===== config.mk =====
export PLATFORM = sky130hd
export DESIGN_NAME = gis_top
export DESIGN_NICKNAME = d
export VERILOG_FILES = /design/src/common/gis_pkg.sv /design/src/gis_sync3.sv /design/src/gis_top.sv
export SDC_FILE = /design/constraint.sdc
export NUM_CORES = 1
export LEC_CHECK = 0
export BUFFER_PORTS_ARGS = -buffer_cell sky130_fd_sc_hd__buf_2
export CAP_MARGIN = 20
export CELL_PAD_IN_SITES_DETAIL_PLACEMENT = 1
export CELL_PAD_IN_SITES_GLOBAL_PLACEMENT = 1
export CORE_ASPECT_RATIO = 0.75
export CORE_MARGIN = 2
export CORE_UTILIZATION = 47
export CTS_BUF_LIST = sky130_fd_sc_hd__clkbuf_4
export CTS_CLUSTER_SIZE = 25
export DETAILED_ROUTE_END_ITERATION = 6
export MAX_ROUTING_LAYER = met4
export PLACE_DENSITY_LB_ADDON = 0.1
export SYNTH_ARGS = -nofsm -noshare
export SYNTH_HDL_FRONTEND = slang
export SYNTH_HIERARCHICAL = 1
export SYNTH_SLANG_ARGS = --single-unit

===== constraint.sdc =====
create_clock -name clk_sys -period 4.8 [get_ports clk_sys]
set_input_delay 0.24 -clock clk_sys [delete_from_list [all_inputs] [get_ports clk_sys]]
set_output_delay 0.24 -clock clk_sys [all_outputs]
set_load 0.005 [all_outputs]

===== src/common/gis_pkg.sv =====
package gis_pkg;

    // Register indices; the byte address on APB is four times the index
    localparam logic [9:0] IDX_CTRL1 = 10'h002; // Global control, first word
    localparam logic [9:0] IDX_CTRL2 = 10'h004; // Global control, second word
    localparam logic [9:0] IDX_PIN_FSEL = 10'h00A; // general_pin_function_select
    localparam logic [9:0] IDX_SUMMARY = 10'h010; // global_irq_summary
    localparam logic [9:0] IDX_SUMMARY_EN = 10'h012; // global_irq_summary_enable
    localparam logic [9:0] IDX_LIVE = 10'h014; // global_live_status
    localparam logic [9:0] IDX_LATCHED = 10'h016; // global_latched_status
    localparam logic [9:0] IDX_LATCHED_EN = 10'h018; // global_latched_status_enable
    localparam logic [9:0] IDX_READBACK = 10'h01C; // general_pin_readback

    // Control word one fields
    localparam int CTRL1_IRQ_IDLE_BIT = 14; // irq_pin_idle_mode
    localparam int CTRL1_ERR_SRC_BIT = 6; // error_insert_source_sel
    localparam int CTRL1_PM_MODE_LSB = 4; // pm_update_mode, two bits
    localparam int CTRL1_PM_REQ_BIT = 3; // perf_update_request
    localparam int CTRL1_CLR_READ_BIT = 2; // latched_clear_on_read
    localparam logic [15:0] CTRL1_MASK = 16'h407C; // Writable bits
    // Control word two fields
    localparam int CTRL2_REF_OUT_BIT = 9; // ref8k_output_sel
    localparam int CTRL2_REF_IN_BIT = 8; // ref8k_input_sel
    localparam logic [15:0] CTRL2_MASK = 16'h0300; // Writable bits

    // Summary and status fields
    localparam int SUM_GLOBAL_BIT = 0; // global_summary_flag
    localparam int SUM_TX_BIT = 1; // tx_sysif_summary_flag
    localparam int SUM_PORT_LSB = 4; // port_summary_flag[4:1]
    localparam logic [15:0] SUMMARY_EN_MASK = 16'h00F3; // Writable enables
    localparam int LIVE_UPDATE_BIT = 0; // update_complete_live
    localparam int LIVE_UNLOCK_BIT = 1; // pll_unlock_live
    localparam int LAT_UPDATE_BIT = 0; // update_complete_latched
    localparam int LAT_UNLOCK_BIT = 1; // pll_unlock_latched
    localparam int LAT_ONESEC_BIT = 2; // one_second_latched
    localparam int LAT_REFCLK_BIT = 3; // adapter_refclk_activity_latched
    localparam int LAT_REF8K_BIT = 4; // ref8k_activity_latched
    localparam logic [15:0] LATCHED_EN_MASK = 16'h0007; // Writable enables

    // Pin function codes
    localparam logic [1:0] FSEL_INPUT = 2'h0;
    localparam logic [1:0] FSEL_STATUS = 2'h1;
    localparam logic [1:0] FSEL_LOW = 2'h2;
    localparam logic [1:0] FSEL_HIGH = 2'h3;
    localparam logic [1:0] PM_MODE_PIN = 2'h1; // Update trigger on pin 8

    // Fixed sizes
    localparam int PIN_N = 8; // General-purpose pins
    localparam int PORT_N = 4; // Line ports
    localparam int PLL_N = 3; // Adapter PLLs
    localparam int TX_N = 2; // Transmit interface latched bits
    localparam int SYNC_W = 9; // Eight pins and the adapter clock

    // Timing
    localparam longint CLK_HZ = 64'd40000000; // clk_sys rate
    localparam longint ONE_SECOND_MS = 64'd1000; // Tick period in ms
    localparam longint ONE_SEC_CYCLES = ONE_SECOND_MS * CLK_HZ / 64'd1000;
    localparam int TICK_W = 26; // Holds one second of cycles

    // APB request from the master
    typedef struct packed {
        logic psel;
        logic penable;
        logic pwrite;
        logic [11:0] paddr;
        logic [31:0] pwdata;
    } gis_apb_req_t;

endpackage


===== src/gis_sync3.sv =====
`timescale 1ns/1ps
module gis_sync3 (
    input wire logic clk_sys, // System clock
    input wire logic rst_n, // Async reset, active low
    input wire logic [gis_pkg::SYNC_W-1:0] async_in, // Raw pin levels
    output logic [gis_pkg::SYNC_W-1:0] level_q, // Filtered level
    output logic [gis_pkg::SYNC_W-1:0] change_q // One-cycle pulse on change
);
    import gis_pkg::*;

    logic [SYNC_W-1:0] s1_q; // First stage, read only by s2
    logic [SYNC_W-1:0] s2_q; // Second stage
    logic [SYNC_W-1:0] s3_q; // Third stage

    // Three-stage chain
    always_ff @(posedge clk_sys or negedge rst_n)
    begin
        if (!rst_n)
        begin
            s1_q <= '0;
            s2_q <= '0;
            s3_q <= '0;
        end
        else
        begin
            s1_q <= async_in;
            s2_q <= s1_q;
            s3_q <= s2_q;
        end
    end

    // Accept a level only once two stages agree, so a metastable sample never counts
    always_ff @(posedge clk_sys or negedge rst_n)
    begin
        if (!rst_n)
        begin
            level_q <= '0;
            change_q <= '0;
        end
        else
        begin
            for (int i = 0; i < SYNC_W; i++)
            begin
                change_q[i] <= (s2_q[i] == s3_q[i]) && (s3_q[i] != level_q[i]);
                if (s2_q[i] == s3_q[i])
                    level_q[i] <= s3_q[i];
            end
        end
    end

endmodule // gis_sync3


===== src/gis_top.sv =====
// Added by the designer: the APB register port.
`timescale 1ns/1ps
module gis_top #(
    parameter int unsigned ONE_SEC_CYCLES = 32'(gis_pkg::ONE_SEC_CYCLES) // Cycles per tick
) (
    input wire logic clk_sys, // 40 MHz system clock
    input wire logic rst_n, // Async reset, active low
    input wire gis_pkg::gis_apb_req_t apb_req, // APB request
    output logic [31:0] prdata, // APB read data
    output logic pready, // APB ready
    output logic pslverr, // APB error for unmapped address
    input wire logic [gis_pkg::PIN_N-1:0] gpio_i, // Pin levels, pin 8 in bit 7
    output logic [gis_pkg::PIN_N-1:0] gpio_o, // Pin drive values
    output logic [gis_pkg::PIN_N-1:0] gpio_oe, // Pin drive enables
    input wire logic [gis_pkg::PORT_N-1:0] port_status_a, // Per-port A status chosen by port_status_a_sel
    input wire logic [gis_pkg::PORT_N-1:0] port_status_b, // Per-port B status chosen by port_status_b_sel
    input wire logic [gis_pkg::PORT_N-1:0] port_irq_any, // Per-port interrupt status OR
    input wire logic [gis_pkg::TX_N-1:0] tx_sysif_latched, // Transmit latched status
    input wire logic [gis_pkg::TX_N-1:0] tx_sysif_enable, // Transmit status enables
    input wire logic [gis_pkg::PLL_N-1:0] pll_locked, // clock_adapter PLL lock levels
    input wire logic adapter_ref_clock_pin, // Adapter reference clock pin
    input wire logic [gis_pkg::PORT_N-1:0] port_update_done, // Per-port update finished
    input wire logic [gis_pkg::PORT_N-1:0] port_global_update_mode, // Port follows global update
    input wire logic ref8k_out_sig, // Global 8k reference to drive on pin 2
    output logic perf_update_request, // Global update request to ports
    output logic error_insert_in, // Error-insert level from pin 6
    output logic ref8k_in, // 8k reference from pin 4, low if not selected
    output logic int_n_o, // Interrupt pin value
    output logic int_n_oe // Interrupt pin drive enable
);
    import gis_pkg::*;

    // Software state
    logic [15:0] ctrl1_q; // First control word
    logic [15:0] ctrl2_q; // Second control word
    logic [15:0] fsel_q; // Pin function selects
    logic [15:0] sum_en_q; // Summary enables
    logic [15:0] lat_en_q; // Latched status enables
    logic [15:0] latched_q; // Latched status flags
    logic [31:0] prdata_q; // Read data captured in setup phase
    logic [TICK_W-1:0] tick_cnt_q; // One-second divider
    logic one_sec_q; // One-cycle tick pulse
    logic unlock_live_q; // Previous live unlock
    logic update_live_q; // Previous live update-complete
    logic irq_active_q; // Registered interrupt condition
    logic [SYNC_W-1:0] pin_level; // Synchronised pin levels
    logic [SYNC_W-1:0] pin_change; // Change pulses

    // Derived signals
    logic [9:0] acc_idx; // Word index of current access
    logic acc_mapped; // Address hits a register
    logic wr_acc; // Write taking effect now
    logic rd_acc; // Read taking effect now
    logic pll_unlock_live; // Any PLL unlocked
    logic update_complete_live; // All enabled ports updated
    logic [15:0] summary; // Global summary word
    logic [15:0] live; // Live status word
    logic [15:0] lat_set; // Set events this cycle
    logic [15:0] lat_clr; // Clear requests this cycle
    logic [1:0] pm_mode; // Update mode field
    logic [15:0] readback; // Pin readback word

    // Map a word index to decode validity
    function automatic logic is_mapped(input logic [9:0] idx);
        if (idx == IDX_CTRL1) return 1'b1;
        else if (idx == IDX_CTRL2) return 1'b1;
        else if (idx == IDX_PIN_FSEL) return 1'b1;
        else if (idx == IDX_SUMMARY) return 1'b1;
        else if (idx == IDX_SUMMARY_EN) return 1'b1;
        else if (idx == IDX_LIVE) return 1'b1;
        else if (idx == IDX_LATCHED) return 1'b1;
        else if (idx == IDX_LATCHED_EN) return 1'b1;
        else if (idx == IDX_READBACK) return 1'b1;
        else return 1'b0;
    endfunction

    // Drive value and enable for one pin from its code; status feeds code one
    function automatic logic [1:0] pin_drive(input logic [1:0] code, input logic status);
        case (code)
            FSEL_STATUS: return {1'b1, status};
            FSEL_LOW: return 2'b10;
            FSEL_HIGH: return 2'b11;
            default: return 2'b00;
        endcase
    endfunction

    // Pin and adapter clock synchroniser
    gis_sync3 u_sync (
        .clk_sys(clk_sys),
        .rst_n(rst_n),
        .async_in({adapter_ref_clock_pin, gpio_i}),
        .level_q(pin_level),
        .change_q(pin_change)
    );

    // APB decode; misaligned addresses count as unmapped
    assign acc_idx = apb_req.paddr[11:2];
    assign acc_mapped = is_mapped(acc_idx) && (apb_req.paddr[1:0] == 2'b00);
    assign wr_acc = apb_req.psel && apb_req.penable && apb_req.pwrite && acc_mapped;
    assign rd_acc = apb_req.psel && apb_req.penable && !apb_req.pwrite && acc_mapped;
    assign pready = apb_req.psel && apb_req.penable;
    assign pslverr = apb_req.psel && apb_req.penable && !acc_mapped;
    assign prdata = prdata_q;

    // Live status
    assign pm_mode = ctrl1_q[CTRL1_PM_MODE_LSB +: 2];
    assign pll_unlock_live = !(&pll_locked);
    assign perf_update_request = (pm_mode == 2'h0) ? ctrl1_q[CTRL1_PM_REQ_BIT] :
        (pm_mode == PM_MODE_PIN) ? pin_level[7] : 1'b1;
    // Empty port set leaves only the request term
    assign update_complete_live = perf_update_request && (&(port_update_done | ~port_global_update_mode));
    assign live = {14'h0000, pll_unlock_live, update_complete_live};

    // Summary word
    always_comb
    begin
        summary = 16'h0000;
        summary[SUM_GLOBAL_BIT] = |(latched_q & lat_en_q);
        summary[SUM_TX_BIT] = |(tx_sysif_latched & tx_sysif_enable);
        summary[SUM_PORT_LSB +: PORT_N] = port_irq_any;
    end

    // Pin-borrowing outputs
    assign error_insert_in = ctrl1_q[CTRL1_ERR_SRC_BIT] ? pin_level[5] : 1'b0;
    assign ref8k_in = ctrl2_q[CTRL2_REF_IN_BIT] ? pin_level[3] : 1'b0;
    assign readback = {8'h00, pin_level[PIN_N-1:0]};

    // Latched set events; edges use the previous-cycle live values
    always_comb
    begin
        lat_set = 16'h0000;
        lat_set[LAT_UPDATE_BIT] = update_complete_live && !update_live_q;
        lat_set[LAT_UNLOCK_BIT] = pll_unlock_live && !unlock_live_q;
        lat_set[LAT_ONESEC_BIT] = one_sec_q;
        lat_set[LAT_REFCLK_BIT] = pin_change[8];
        lat_set[LAT_REF8K_BIT] = pin_change[3] && ctrl2_q[CTRL2_REF_IN_BIT];
    end

    // Clear by writing ones, or on read only the bits the reader was shown, so a later set is not lost
    always_comb
    begin
        lat_clr = 16'h0000;
        if (acc_idx == IDX_LATCHED)
        begin
            if (ctrl1_q[CTRL1_CLR_READ_BIT] && rd_acc)
                lat_clr = prdata_q[15:0] & 16'h001F;
            else if (!ctrl1_q[CTRL1_CLR_READ_BIT] && wr_acc)
                lat_clr = apb_req.pwdata[15:0] & 16'h001F;
        end
    end

    // Latched flags; a set in the clear cycle wins
    always_ff @(posedge clk_sys or negedge rst_n)
    begin
        if (!rst_n)
            latched_q <= 16'h0000;
        else
            latched_q <= (latched_q & ~lat_clr) | lat_set;
    end

    // Edge history of live bits
    always_ff @(posedge clk_sys or negedge rst_n)
    begin
        if (!rst_n)
        begin
            unlock_live_q <= 1'b0;
            update_live_q <= 1'b0;
        end
        else
        begin
            unlock_live_q <= pll_unlock_live;
            update_live_q <= update_complete_live;
        end
    end

    // One-second divider; free-running from clk_sys, not from the 8k reference
    always_ff @(posedge clk_sys or negedge rst_n)
    begin
        if (!rst_n)
        begin
            tick_cnt_q <= '0;
            one_sec_q <= 1'b0;
        end
        else if (tick_cnt_q == TICK_W'(ONE_SEC_CYCLES - 1))
        begin
            tick_cnt_q <= '0;
            one_sec_q <= 1'b1;
        end
        else
        begin
            tick_cnt_q <= tick_cnt_q + TICK_W'(1);
            one_sec_q <= 1'b0;
        end
    end

    // Register writes; masks keep unused bits at zero
    always_ff @(posedge clk_sys or negedge rst_n)
    begin
        if (!rst_n)
        begin
            ctrl1_q <= 16'h0000;
            ctrl2_q <= 16'h0000;
            fsel_q <= 16'h0000;
            sum_en_q <= 16'h0000;
            lat_en_q <= 16'h0000;
        end
        else if (wr_acc)
        begin
            if (acc_idx == IDX_CTRL1)
                ctrl1_q <= apb_req.pwdata[15:0] & CTRL1_MASK;
            else if (acc_idx == IDX_CTRL2)
                ctrl2_q <= apb_req.pwdata[15:0] & CTRL2_MASK;
            else if (acc_idx == IDX_PIN_FSEL)
                fsel_q <= apb_req.pwdata[15:0];
            else if (acc_idx == IDX_SUMMARY_EN)
                sum_en_q <= apb_req.pwdata[15:0] & SUMMARY_EN_MASK;
            else if (acc_idx == IDX_LATCHED_EN)
                lat_en_q <= apb_req.pwdata[15:0] & LATCHED_EN_MASK;
        end
    end

    // Read data captured in the setup phase so it comes from a flop
    always_ff @(posedge clk_sys or negedge rst_n)
    begin
        if (!rst_n)
            prdata_q <= 32'h00000000;
        else if (apb_req.psel && !apb_req.penable && !apb_req.pwrite)
        begin
            if (acc_idx == IDX_CTRL1)
                prdata_q <= {16'h0000, ctrl1_q};
            else if (acc_idx == IDX_CTRL2)
                prdata_q <= {16'h0000, ctrl2_q};
            else if (acc_idx == IDX_PIN_FSEL)
                prdata_q <= {16'h0000, fsel_q};
            else if (acc_idx == IDX_SUMMARY)
                prdata_q <= {16'h0000, summary};
            else if (acc_idx == IDX_SUMMARY_EN)
                prdata_q <= {16'h0000, sum_en_q};
            else if (acc_idx == IDX_LIVE)
                prdata_q <= {16'h0000, live};
            else if (acc_idx == IDX_LATCHED)
                prdata_q <= {16'h0000, latched_q};
            else if (acc_idx == IDX_LATCHED_EN)
                prdata_q <= {16'h0000, lat_en_q};
            else if (acc_idx == IDX_READBACK)
                prdata_q <= {16'h0000, readback};
            else
                prdata_q <= 32'h00000000;
        end
    end

    // Pin drivers, registered; borrowed pins override their codes
    always_ff @(posedge clk_sys or negedge rst_n)
    begin
        if (!rst_n)
        begin
            gpio_o <= '0;
            gpio_oe <= '0;
        end
        else
        begin
            for (int i = 0; i < PIN_N; i++)
            begin
                logic [1:0] drv;
                drv = pin_drive(fsel_q[2*i +: 2], (i % 2 == 0) ? port_status_a[i/2] : port_status_b[i/2]);
                if (i == 7 && pm_mode == PM_MODE_PIN)
                    drv = 2'b00;
                if (i == 5 && ctrl1_q[CTRL1_ERR_SRC_BIT])
                    drv = 2'b00;
                if (i == 3 && ctrl2_q[CTRL2_REF_IN_BIT])
                    drv = 2'b00;
                if (i == 1 && ctrl2_q[CTRL2_REF_OUT_BIT])
                    drv = {1'b1, ref8k_out_sig};
                gpio_oe[i] <= drv[1];
                gpio_o[i] <= drv[0];
            end
        end
    end

    // Interrupt pin, registered
    always_ff @(posedge clk_sys or negedge rst_n)
    begin
        if (!rst_n)
            irq_active_q <= 1'b0;
        else
            irq_active_q <= |(summary & sum_en_q);
    end
    assign int_n_o = !irq_active_q;
    assign int_n_oe = irq_active_q || ctrl1_q[CTRL1_IRQ_IDLE_BIT];
endmodule // gis_top


==> impl_results.md, run 1 <==
- Outcome: finished clean
- Vias/cell: 5.56
- Layout cell share with drive strength beyond 1: 0.283
- Post-cts sizing count: 0
- Die H: 102 um
- DR vias: 4,795
- Worst-Margin Slew: 1040 ps
- Avg Cell Area, Syn: 11.4 sq um
- Critical Path AT: 2950 ps
- First-pass GRT wire length: 26.9 mm
- Logic gate share of total power: 0.084
- Fillers: 1,369
- Yosys Warn Count: 6
- Critical Path Source Type: primary input
- Post-Syn Instances: 530
- Req. time, crit path: 5220 ps
- Post-layout minimum cycle time: 2530 ps
- Cell area after synthesis: 6070 sq um
- Largest net degree at the start of global routing: 114
- TritonCTS clock tree: yes
- Starting Density: 0.488
- CP Class: in2reg
- Number of buffers created by CTS: 17
- Final Hold Fails: 0
- Iter 0 DRT Violations: 290
- Maxcap violations: 0
- Placement Cell Area: 6720 sq um
- CTS HTree Levels: 4
- Setup TNS: 0 ps
- Fin crit share: 0.527
- Vias in the first global route: 5,115
- Grt ovf: 0
- R2R Path Start: tick_cnt_q[2]
- Root buf cell: clkbuf_4
- Drt total wl: 16.7 mm
- Crit path launch: apb_req[37]
- Routed len/inst: 19.4 um
- PD cells: 285 nW/um^2
- Die X: 135 um
- Nets: 771
- 1st-pass router iterations: 5
- Row count: 35
- GRT Total Usage: 0.265
- Internal: 0.00153 W
- Post-DRT Antenna Nets: 0
- Sw Pwr: 0.000572 W
- DRC: 0
- FMAX: 0.395 GHz
- CP Capture Type: flop
- Max-slew violations: 0
- Final Cell Area: 7380 sq um
- R2R setup slack: 2590 ps
- Setup-failing EPs final: 0
- Crit-path max FO: 30
- Hold WC Path Type: in2reg
- Gpl congestion: 0.882
- ANT cells: 0
- Relative slew slack: 0.308
- Clk_skew: 18.6 ps
- CTS Sinks: 138
- Switching Fraction: 0.272
- Longest Clk Path Bufs: 2
- Die area: 13,800 sq um
- IO Pins: 141
- Core Region: 12,400 sq um
- Clock share of power: 0.339
- Clk Latency, worst-skew pair: 540 ps
- RSZ-0062 raised after global routing: false
- Port buffer count: 108
- Initial antenna violation count: 0
- Max rail drop VDD: 0.160 mV
- Sequential share of power: 0.577
- Area grow syn2layout: 21.6%
- HP Start: port_update_done[1]
- Clock Pin Slew Worst Setup and Hold Paths: 130 ps
- Hpwl dp: 11.5 mm
- Leak Pwr: 3.41 nW
==> power groups by stage <==
stage | clock network [W] | logic, W | registers [W]
floorplan | 0 | 0.0000741 | 0.00123
global placement | 0 | 0.000147 | 0.00123
detailed placement | 0 | 0.000153 | 0.00123
CTS | 0.000727 | 0.000177 | 0.00121
global route | 0.000780 | 0.000196 | 0.00122
finish | 0.000712 | 0.000177 | 0.00121
==> what timing repair did <==
action / 4_1_cts / 5_1_grt
buffers inserted: 0 / 0
hold endpoints to repair: 159 / 0
hold buffers: 39 / 0
==> cells in the final DEF (no fill, tap or decap), drive strengths merged, types with 5 or more instances in the layout <==
master and instances:
nor3b 8, nand3 15, o21a 7, a21oi 16
inv 20, mux2 35, maj3 7, clkinv 5
xnor2 17, buf 111, clkinvlp 6, nand4 11
conb 16, nor2 35, nand2 42, or2 8
o21ai 20, nor3 7, nor2b 8, clkbuf 19
dlygate4sd3 39, nor4 8, nand2b 7, o211ai 5
a221oi 7, a22oi 5, dfrtp 138, and2 5
==> through the flow <==
step           hold WS (ps)  instances   util  power [W]  setup WS, ps
3_3_place_gp            333        791  0.541    0.00138          1860
4_1_cts                21.6        862  0.593    0.00212          2340
6_report               48.3        863  0.593    0.00210          2270
5_1_grt                24.2        863  0.593    0.00219          2210
3_5_place_dp            338        791  0.541    0.00139          1770
2_1_floorplan         -55.6        545      -    0.00130          2800
==> routing by layer <==
layer  vias to the layer above  global-route usage  part of all wire
met2                       131               0.438              0.50
met1                      2451               0.343              0.45
met3                        15              0.0427             0.045
met4                         0              0.0753            0.0088
li1                       2198                   -                 -
met5                         -                   -                 0
==> worst max-delay path, cell delays in order <==
cell	delay, ps
buf_2	430
nor4bb_1	520
nand3_1	390
nor2_2	910
mux2_2	430
==> worst paths after layout <==
path | to | cells past startpoint
min reg2reg | u_sync/s2_q[6] | 0
max in group asynchronous | ctrl1_q[6] | 3
min | update_live_q | 3
max reg2reg | tick_cnt_q[11] | 5
min in group asynchronous | gpio_oe[2] | 2
max | fsel_q[0] | 5
==> cell type report <==
class / instances / area, sq um / area share
Tap cell: 166 / 208 / 0.0282
Inverter: 18 / 67.6 / 0.00916
Timing Repair Buffer: 151 / 965 / 0.131
Clock buffer: 18 / 135 / 0.0183
Sequential cell: 138 / 3450 / 0.468
Multi-Input combinational cell: 358 / 2420 / 0.329
Clock inverter: 14 / 123 / 0.0166
==> sequential cells by signal (all words and copies together) (netlist names), 3 cells and up <==
name            flops
fsel_q             16
ctrl1_q             6
u_sync/s1_q         9
tick_cnt_q         26
u_sync/level_q      9
gpio_oe             8
u_sync/s3_q         9
latched_q           5
lat_en_q            3
u_sync/s2_q         9
sum_en_q            6
prdata             16
gpio_o              8
Note: power is estimated with default switching activity, not from simulation.
==> run 2: changes to the inputs <==
--- a/config.mk
+++ b/config.mk
@@ -5,13 +5,14 @@
 export SDC_FILE = /design/constraint.sdc
 export NUM_CORES = 1
 export LEC_CHECK = 0
+export ABC_AREA = 1
 export BUFFER_PORTS_ARGS = -buffer_cell sky130_fd_sc_hd__buf_2
 export CAP_MARGIN = 20
 export CELL_PAD_IN_SITES_DETAIL_PLACEMENT = 1
 export CELL_PAD_IN_SITES_GLOBAL_PLACEMENT = 1
 export CORE_ASPECT_RATIO = 0.75
 export CORE_MARGIN = 2
-export CORE_UTILIZATION = 47
+export CORE_UTILIZATION = 38
 export CTS_BUF_LIST = sky130_fd_sc_hd__clkbuf_4
 export CTS_CLUSTER_SIZE = 25
 export DETAILED_ROUTE_END_ITERATION = 6
==> constraint.sdc (replaced) <==
create_clock -name clk_sys -period 2.1 [get_ports clk_sys]
set_input_delay 0.105 -clock clk_sys [delete_from_list [all_inputs] [get_ports clk_sys]]
set_output_delay 0.105 -clock clk_sys [all_outputs]
set_load 0.005 [all_outputs]
==> impl_results.md, run 2 <==
- Outcome: finished clean
- Most frequent cells in the layout: 151 x nand2_1, 138 x dfrtp_1, 110 x inv_1
- PD cells: 587 nW/um^2 (+110%)
- Fillers: 1,949 (+42%)
- Port buffer count: 108 (unchanged)
- DR vias: 5,501 (+15%)
- Yosys Warn Count: 6 (unchanged)
- FMAX: 0.493 GHz
- Die H: 116 um (+13%)
- RSZ-0062 raised after global routing: true
- Post-DRT Antenna Nets: 0 (unchanged)
- CTS HTree Levels: 4 (unchanged)
- Post-layout minimum cycle time: 2030 ps
- Die X: 153 um (+13%)
- GR Util met3: 0.0512 (+0.00858)
- Core Region: 16,100 sq um (+30%)
- First-pass GRT wire length: 30.1 mm (+12%)
- Vias/cell: 4.86 (-13%)
- Area grow syn2layout: 26.7%
- Setup-failing EPs final: 0 (unchanged)
- Most used routing layer: met2
- Worst-Margin Slew: 629 ps (-410 ps)
- Hpwl dp: 13.6 mm (+18%)
- Starting Density: 0.391 (-0.0964)
- R2R depth: 11 (+6)
- Met2 Usage GRT: 0.359 (-0.0784)
- Relative slew slack: 0.581 (+0.273)
- Critical Path AT: 2500 ps (-450 ps)
- Die area: 17,700 sq um (+28%)
- Logic gate share of total power: 0.084 (about the same)
- Met1 Use GR: 0.300 (-0.0431)
- Cell area after synthesis: 6310 sq um (+4.0%)
- Critical Path Source Type: primary input
- Vias in the first global route: 5,760 (+13%)
- Drt total wl: 18.1 mm (+8.4%)
- R2R setup slack: 130 ps (-2460 ps)
- CP Class: in2reg
- TritonCTS clock tree: yes
- Buf/Inv on CP: 5 (+4)
- Most common cell after layout, fill and taps aside: nand2_1
- Crit-path slowest cell: dlygate4sd3_1
- IO Pins: 141 (unchanged)
- Critical path depth: 13 (+8)
- Longest Clk Path Bufs: 2 (unchanged)
- Internal: 0.00338 W (+120%)
- Place WS: 35.1 ps (-1730 ps)
- Post-Syn Instances: 718 (+35%)
- Max rail drop VDD: 0.370 mV (+130%)
- DRC: 0 (unchanged)
- Crit-path max FO: 2 (-93%)
- Clk_skew: 21.3 ps (+2.72 ps)
- Nets: 996 (+29%)
- Largest delay share family, worst path: buffers and inverters
- R2R Path Start: tick_cnt_q[0]
- Maxcap violations: 0 (unchanged)
- Avg Cell Area, Syn: 8.79 sq um (-23%)
- Crit path launch: port_global_update_mode[0]
- Clock Pin Slew Worst Setup and Hold Paths: 130 ps (about the same)
- Max FFs per register: 26 (unchanged)
- CP Capture Type: flop
- Final Hold Fails: 0 (unchanged)
- HP Start: pll_locked[2]
- Cell mode on critical path: nand2_1
- Sequential share of power: 0.592 (+0.015)
- Grt ovf: 0 (unchanged)
- Biggest register: tick_cnt_q
- Fin crit share: 0.967
- Gpl congestion: 0.866 (-1.7%)
- Clock share of power: 0.325 (-0.014)
- Initial antenna violation count: 0 (unchanged)
- Number of buffers created by CTS: 17 (unchanged)
- Hold Path Depth: 6 (+3)
- Leak Pwr: 3.89 nW (+14%)
- Worst path max stage delay: 580 ps (-330 ps)
- Setup TNS: 0 ps (unchanged)
- Max-slew violations: 0 (unchanged)
- Layout cell share with drive strength beyond 1: 0.232 (-0.0505)
- Clk Latency, worst-skew pair: 560 ps (+20 ps)
- Hold WC Path Type: in2reg
- Worst setup margin: 70.0 ps (-2200 ps)
- Sw Pwr: 0.00131 W (+130%)
- CTS Sinks: 138 (unchanged)
- Hold Crit Endpoint: prdata[1]
- GRT Total Usage: 0.227 (-0.0381)
- Switching Fraction: 0.279 (+0.00665)
- Root buf cell: clkbuf_4
- Row count: 40 (+14%)
- ANT cells: 0 (unchanged)
- Largest net degree at the start of global routing: 61 (-46%)
- 1st-pass router iterations: 4 (-1)
- Worst r2r dst: tick_cnt_q[18]
- Req. time, crit path: 2570 ps (-2650 ps)
- Iter 0 DRT Violations: 220 (-24%)
- Worst-path cell chain: dlygate4sd3_1 > buf_2 > nand2_1 > dlygate4sd3_1 > o21ai_0 > dlygate4sd3_1 > nor2_2 > inv_1 > nand2_1 > nand2_1 > nand4_1 > nand2_1 > nand2_1
- Routed len/inst: 16.0 um (-17%)
## run 2: through the flow
step                cells  utilization  area (sq um)  total power [W]  hold WS, ps
floorplan             733            -          6360          0.00295         -191
global placement     1044        0.444          7150          0.00313          123
detailed placement   1044        0.444          7150          0.00315          135
CTS                  1124        0.488          7870          0.00474         23.6
global route         1132        0.496          8000          0.00495         13.6
finish               1132        0.496          8000          0.00469         59.6
## run 2: area by class of cell
| cell class | count | area [sq um] | share of cell area |
|---|---|---|---|
| Multi-Input combinational cell | 453 | 2340 | 0.293 |
| Clock inverter | 14 | 101 | 0.0127 |
| Inverter | 116 | 438 | 0.0548 |
| Tap cell | 210 | 263 | 0.0329 |
| Timing Repair Buffer | 183 | 1260 | 0.158 |
| Clock buffer | 18 | 135 | 0.0169 |
| Sequential cell | 138 | 3450 | 0.432 |
## run 2: repair_timing
action	in CTS	in global routing
endpoints found under the setup margin	0	13
hold buffers	48	3
setup buffers	0	6
gates resized for setup	0	16
hold endpoints to repair	197	1
## run 2: worst max path at each step
stage	endpoint	slack, ps
final	prdata[0]	70
after global routing	tick_cnt_q[18]	-10
after CTS	tick_cnt_q[20]	20
after detailed placement	tick_cnt_q[20]	40
after global placement	tick_cnt_q[20]	130
after floorplan	tick_cnt_q[18]	200
## run 2: power groups by stage
stage	logic, W	clock network [W]	registers, W
CTS	0.000392	0.00157	0.00278
detailed placement	0.000325	0	0.00283
floorplan	0.000134	0	0.00281
finish	0.000392	0.00152	0.00278
global route	0.000442	0.00172	0.00279
global placement	0.000309	0	0.00282
## run 2: worst min-delay path, stage by stage
cell and delay, ps:
buf_2 100, nand4_1 90, nand2_1 80, nand4_1 100, nand2_1 60, nand2_1 50
## run 2: routing by layer
| metal | routed length (um) | share of wire |
|---|---|---|
| met2 | 8540 | 0.47 |
| met3 | 726 | 0.040 |
| met5 | 0 | 0 |
| met4 | 199 | 0.011 |
| met1 | 8680 | 0.48 |
==> run 3: changes to the inputs <==
--- a/config.mk
+++ b/config.mk
@@ -20,5 +20,5 @@
 export PLACE_DENSITY_LB_ADDON = 0.1
 export SYNTH_ARGS = -nofsm -noshare
 export SYNTH_HDL_FRONTEND = slang
-export SYNTH_HIERARCHICAL = 1
 export SYNTH_SLANG_ARGS = --single-unit
+export TNS_END_PERCENT = 10
==> impl_results.md, run 3 <==
- Outcome: finished clean
- Leak Pwr: 3.98 nW (+2.2%)
- Multi-input logic area: 2270 sq um (-3.4%)
- Most common cell after layout, fill and taps aside: nand2_1
- Async SR Flop Fraction: 1.00
- Synth area leader: dfrtp_1
- Worst-case hold slack: 18.5 ps (-41.1 ps)
- Most frequent cells in the layout: 140 x nand2_1, 138 x dfrtp_1, 107 x buf_2
- Met2 Usage GRT: 0.362 (+0.00252)
- Worst path max stage delay: 400 ps (-180 ps)
- Post-Place Cells: 1,025 (-1.8%)
- Synth cell count leaders: 140 x nand2_1, 138 x dfrtp_1, 105 x inv_1
- Library cells used by synthesis: 43
- CTS HTree Levels: 4 (unchanged)
- Hold WC Path Type: in2async
- RSZ-0062 raised after global routing: false
- Yosys Warn Count: 0 (-6)
- Biggest register: tick_cnt_q
- Area grow syn2layout: 27.0%
- Main combinational cell family by area after synthesis: simple AND/OR/NAND/NOR gates
- GR Util met3: 0.0444 (-0.00679)
- Grt ovf: 0 (unchanged)
- CP Class: reg2reg
- Post-DRT Antenna Nets: 0 (unchanged)
- Maxcap violations: 0 (unchanged)
- FMAX: 0.522 GHz (+6.0%)
- CTS Sinks: 138 (unchanged)
- Synth Flop Type: dfrtp_1
- Number of buffers created by CTS: 17 (unchanged)
- Core Region: 16,000 sq um (-0.62%)
- Post-layout minimum cycle time: 1920 ps (-114 ps)
- DRC: 0 (unchanged)
- Max FFs per register: 26 (unchanged)
- Setup-failing EPs final: 0 (unchanged)
- Drt total wl: 17.9 mm (-1.2%)
- Seq/Total Area, Yosys: 0.556
- CP Capture Type: flop
- Max-slew violations: 0 (unchanged)
- Ranking of synthesized cells by area: dfrtp_1 56%, nand2_1 8.5%, inv_1 6.3%
- Req. time, crit path: 2560 ps (about the same)
- Met1 Use GR: 0.302 (+0.00205)
- Register Area: 3450 sq um (unchanged)
- Post-synthesis mux area share: 0
- Vias/cell: 4.88 (+0.33%)
- First-pass GRT wire length: 29.4 mm (-2.2%)
- Port buffer count: 108 (unchanged)
- Die area: 17,400 sq um (-1.4%)
- Layout cell share with drive strength beyond 1: 0.222 (-0.0104)
- Iter 0 DRT Violations: 312 (+42%)
- TritonCTS clock tree: yes
- Final std cells w/o fill: 1,103 (-2.6%)
- Root buf cell: clkbuf_4
- Synth Area in Compound Gates: 0.0920
- Fillers: 1,931 (-0.92%)
- Most common cell in the netlist: nand2_1
- Critical Path AT: 2380 ps (-120 ps)
- Clock Pin Slew Worst Setup and Hold Paths: 140 ps (about the same)
- Gpl congestion: 0.929 (+7.3%)
- Final Hold Fails: 0 (unchanged)
- GRT Total Usage: 0.229 (+0.00235)
- XOR/XNOR share of the synthesized area: 0.0268
- Cell area after synthesis: 6220 sq um (-1.5%)
- Avg Cell Area, Syn: 9.06 sq um (+3.1%)
- DR vias: 5,378 (-2.2%)
- ANT cells: 0 (unchanged)
- Most used routing layer: met2
- EDFF count, synth: 0
- Synth top area share: 0.556
- Clk_skew: 21.8 ps (+0.445 ps)
- PD cells: 606 nW/um^2 (+3.2%)
- IO Pins: 141 (unchanged)
- Relative slew slack: 0.606 (+0.0254)
- Setup TNS: 0 ps (unchanged)
- Critical Path Source Type: flop
- 1st-pass router iterations: 6 (+2)
- Fin crit share: 0.912 (-0.0544)
- Row count: 40 (unchanged)
- Initial antenna violation count: 0 (unchanged)
- Largest net degree at the start of global routing: 58 (-4.9%)
- Post-Synth Adder-Cell Area: 0.0133
- Hpwl dp: 13.5 mm (-0.24%)
- Flop and latch count out of synthesis: 138
- Die H: 115 um (-0.71%)
- Crit-path slowest cell: dfrtp_1
- Worst-path cell chain: ha_1 > nand3_2 > nor3_4 > buf_4 > nand2_1 > nor4_1 > buf_4 > nand2_1 > xor2_1 > inv_1
- Longest Clk Path Bufs: 2 (unchanged)
- Nets: 967 (-2.9%)
- Vias in the first global route: 5,718 (-0.73%)
- Post-Syn Instances: 686 (-4.5%)
- Max rail drop VDD: 0.506 mV (+37%)
- Routed len/inst: 16.3 um (+1.4%)
- Clk Latency, worst-skew pair: 550 ps (about the same)
- Overall Power: 0.00478 W (+1.9%)
- Worst-Margin Slew: 585 ps (-43.4 ps)
- Die X: 152 um (-0.72%)
- Crit-path max FO: 3 (+1)
- Post-Synth Simple-Gate Area: 0.220
- Starting Density: 0.388 (-0.00333)
==> run 3: final cells by class <==
| cell class | instances | share of cell area |
|---|---|---|
| flip-flops and latches | 138 | 0.437 |
| multi-input cells | 433 | 0.287 |
| repair buffers | 182 | 0.159 |
| inverters | 108 | 0.0513 |
| well taps | 210 | 0.0333 |
| clock buffers | 17 | 0.0162 |
| clock inverters | 15 | 0.0160 |
==> run 3: path summary, 6_finish.rpt <==
path                                  end             from  slack, ps  depth (start not counted)
max                        tick_cnt_q[18]    tick_cnt_q[1]        180                         10
min                        u_sync.s3_q[3]            rst_n         20                          2
max reg2reg                tick_cnt_q[18]    tick_cnt_q[1]        180                         10
min reg2reg                u_sync.s2_q[8]   u_sync.s1_q[8]        370                          0
max in group asynchronous       gpio_o[3]            rst_n       1430                          3
min in group clk_sys            prdata[4]  port_irq_any[0]         30                          5
==> run 3: logic make-up after synthesis <==
logic type / count (synthesis)
adder cells (fa/ha/maj): 8
other: 1
XOR/XNOR: 19
buffers and inverters: 130
AND/OR/NAND/NOR: 288
flip-flops: 138
AO/OA/AOI/OAI: 102
==> run 3: report_power, final <==
part | internal [W] | leakage (nW) | switching (W) | total (W)
Combinational | 0.000174 | 2.24 | 0.000203 | 0.000377
Sequential | 0.00273 | 1.59 | 0.0000448 | 0.00277
Clock | 0.000515 | 0.144 | 0.00112 | 0.00164
Total | 0.00341 | 3.98 | 0.00137 | 0.00478
==> run 3: through the flow <==
| stage | setup slack, ps | cell area (sq um) | utilization |
|---|---|---|---|
| 3_5_place_dp | 70.3 | 7160 | 0.447 |
| 6_report | 184 | 7900 | 0.493 |
| 5_1_grt | 2.38 | 7900 | 0.493 |
| 3_3_place_gp | 149 | 7160 | 0.447 |
| 4_1_cts | 67.9 | 7880 | 0.492 |
| 2_1_floorplan | 284 | 6270 | - |
==> run 3: routing by layer <==
metal  wire [um]  up-vias
li1            -     2589
met1        8410     2639
met2        8460      128
met3         716       22
met4         341        0
met5           0        -
==> run 3: critical path, delay by kind of cell, from the launching register on <==
kind                       cells  cell delay [ps]
and+or+nand+nor                5              700
DFF                            1              400
buffers and inverters          3              390
adders and majority gates      1              210
xor gates and xnor gates       1              140
==> run 3: timing repair <==
action	CTS	global route
setup buffers	0	0
setup endpoints to repair	0	4
gates resized for setup	0	4
hold buffers	46	0
hold endpoints to repair	199	0
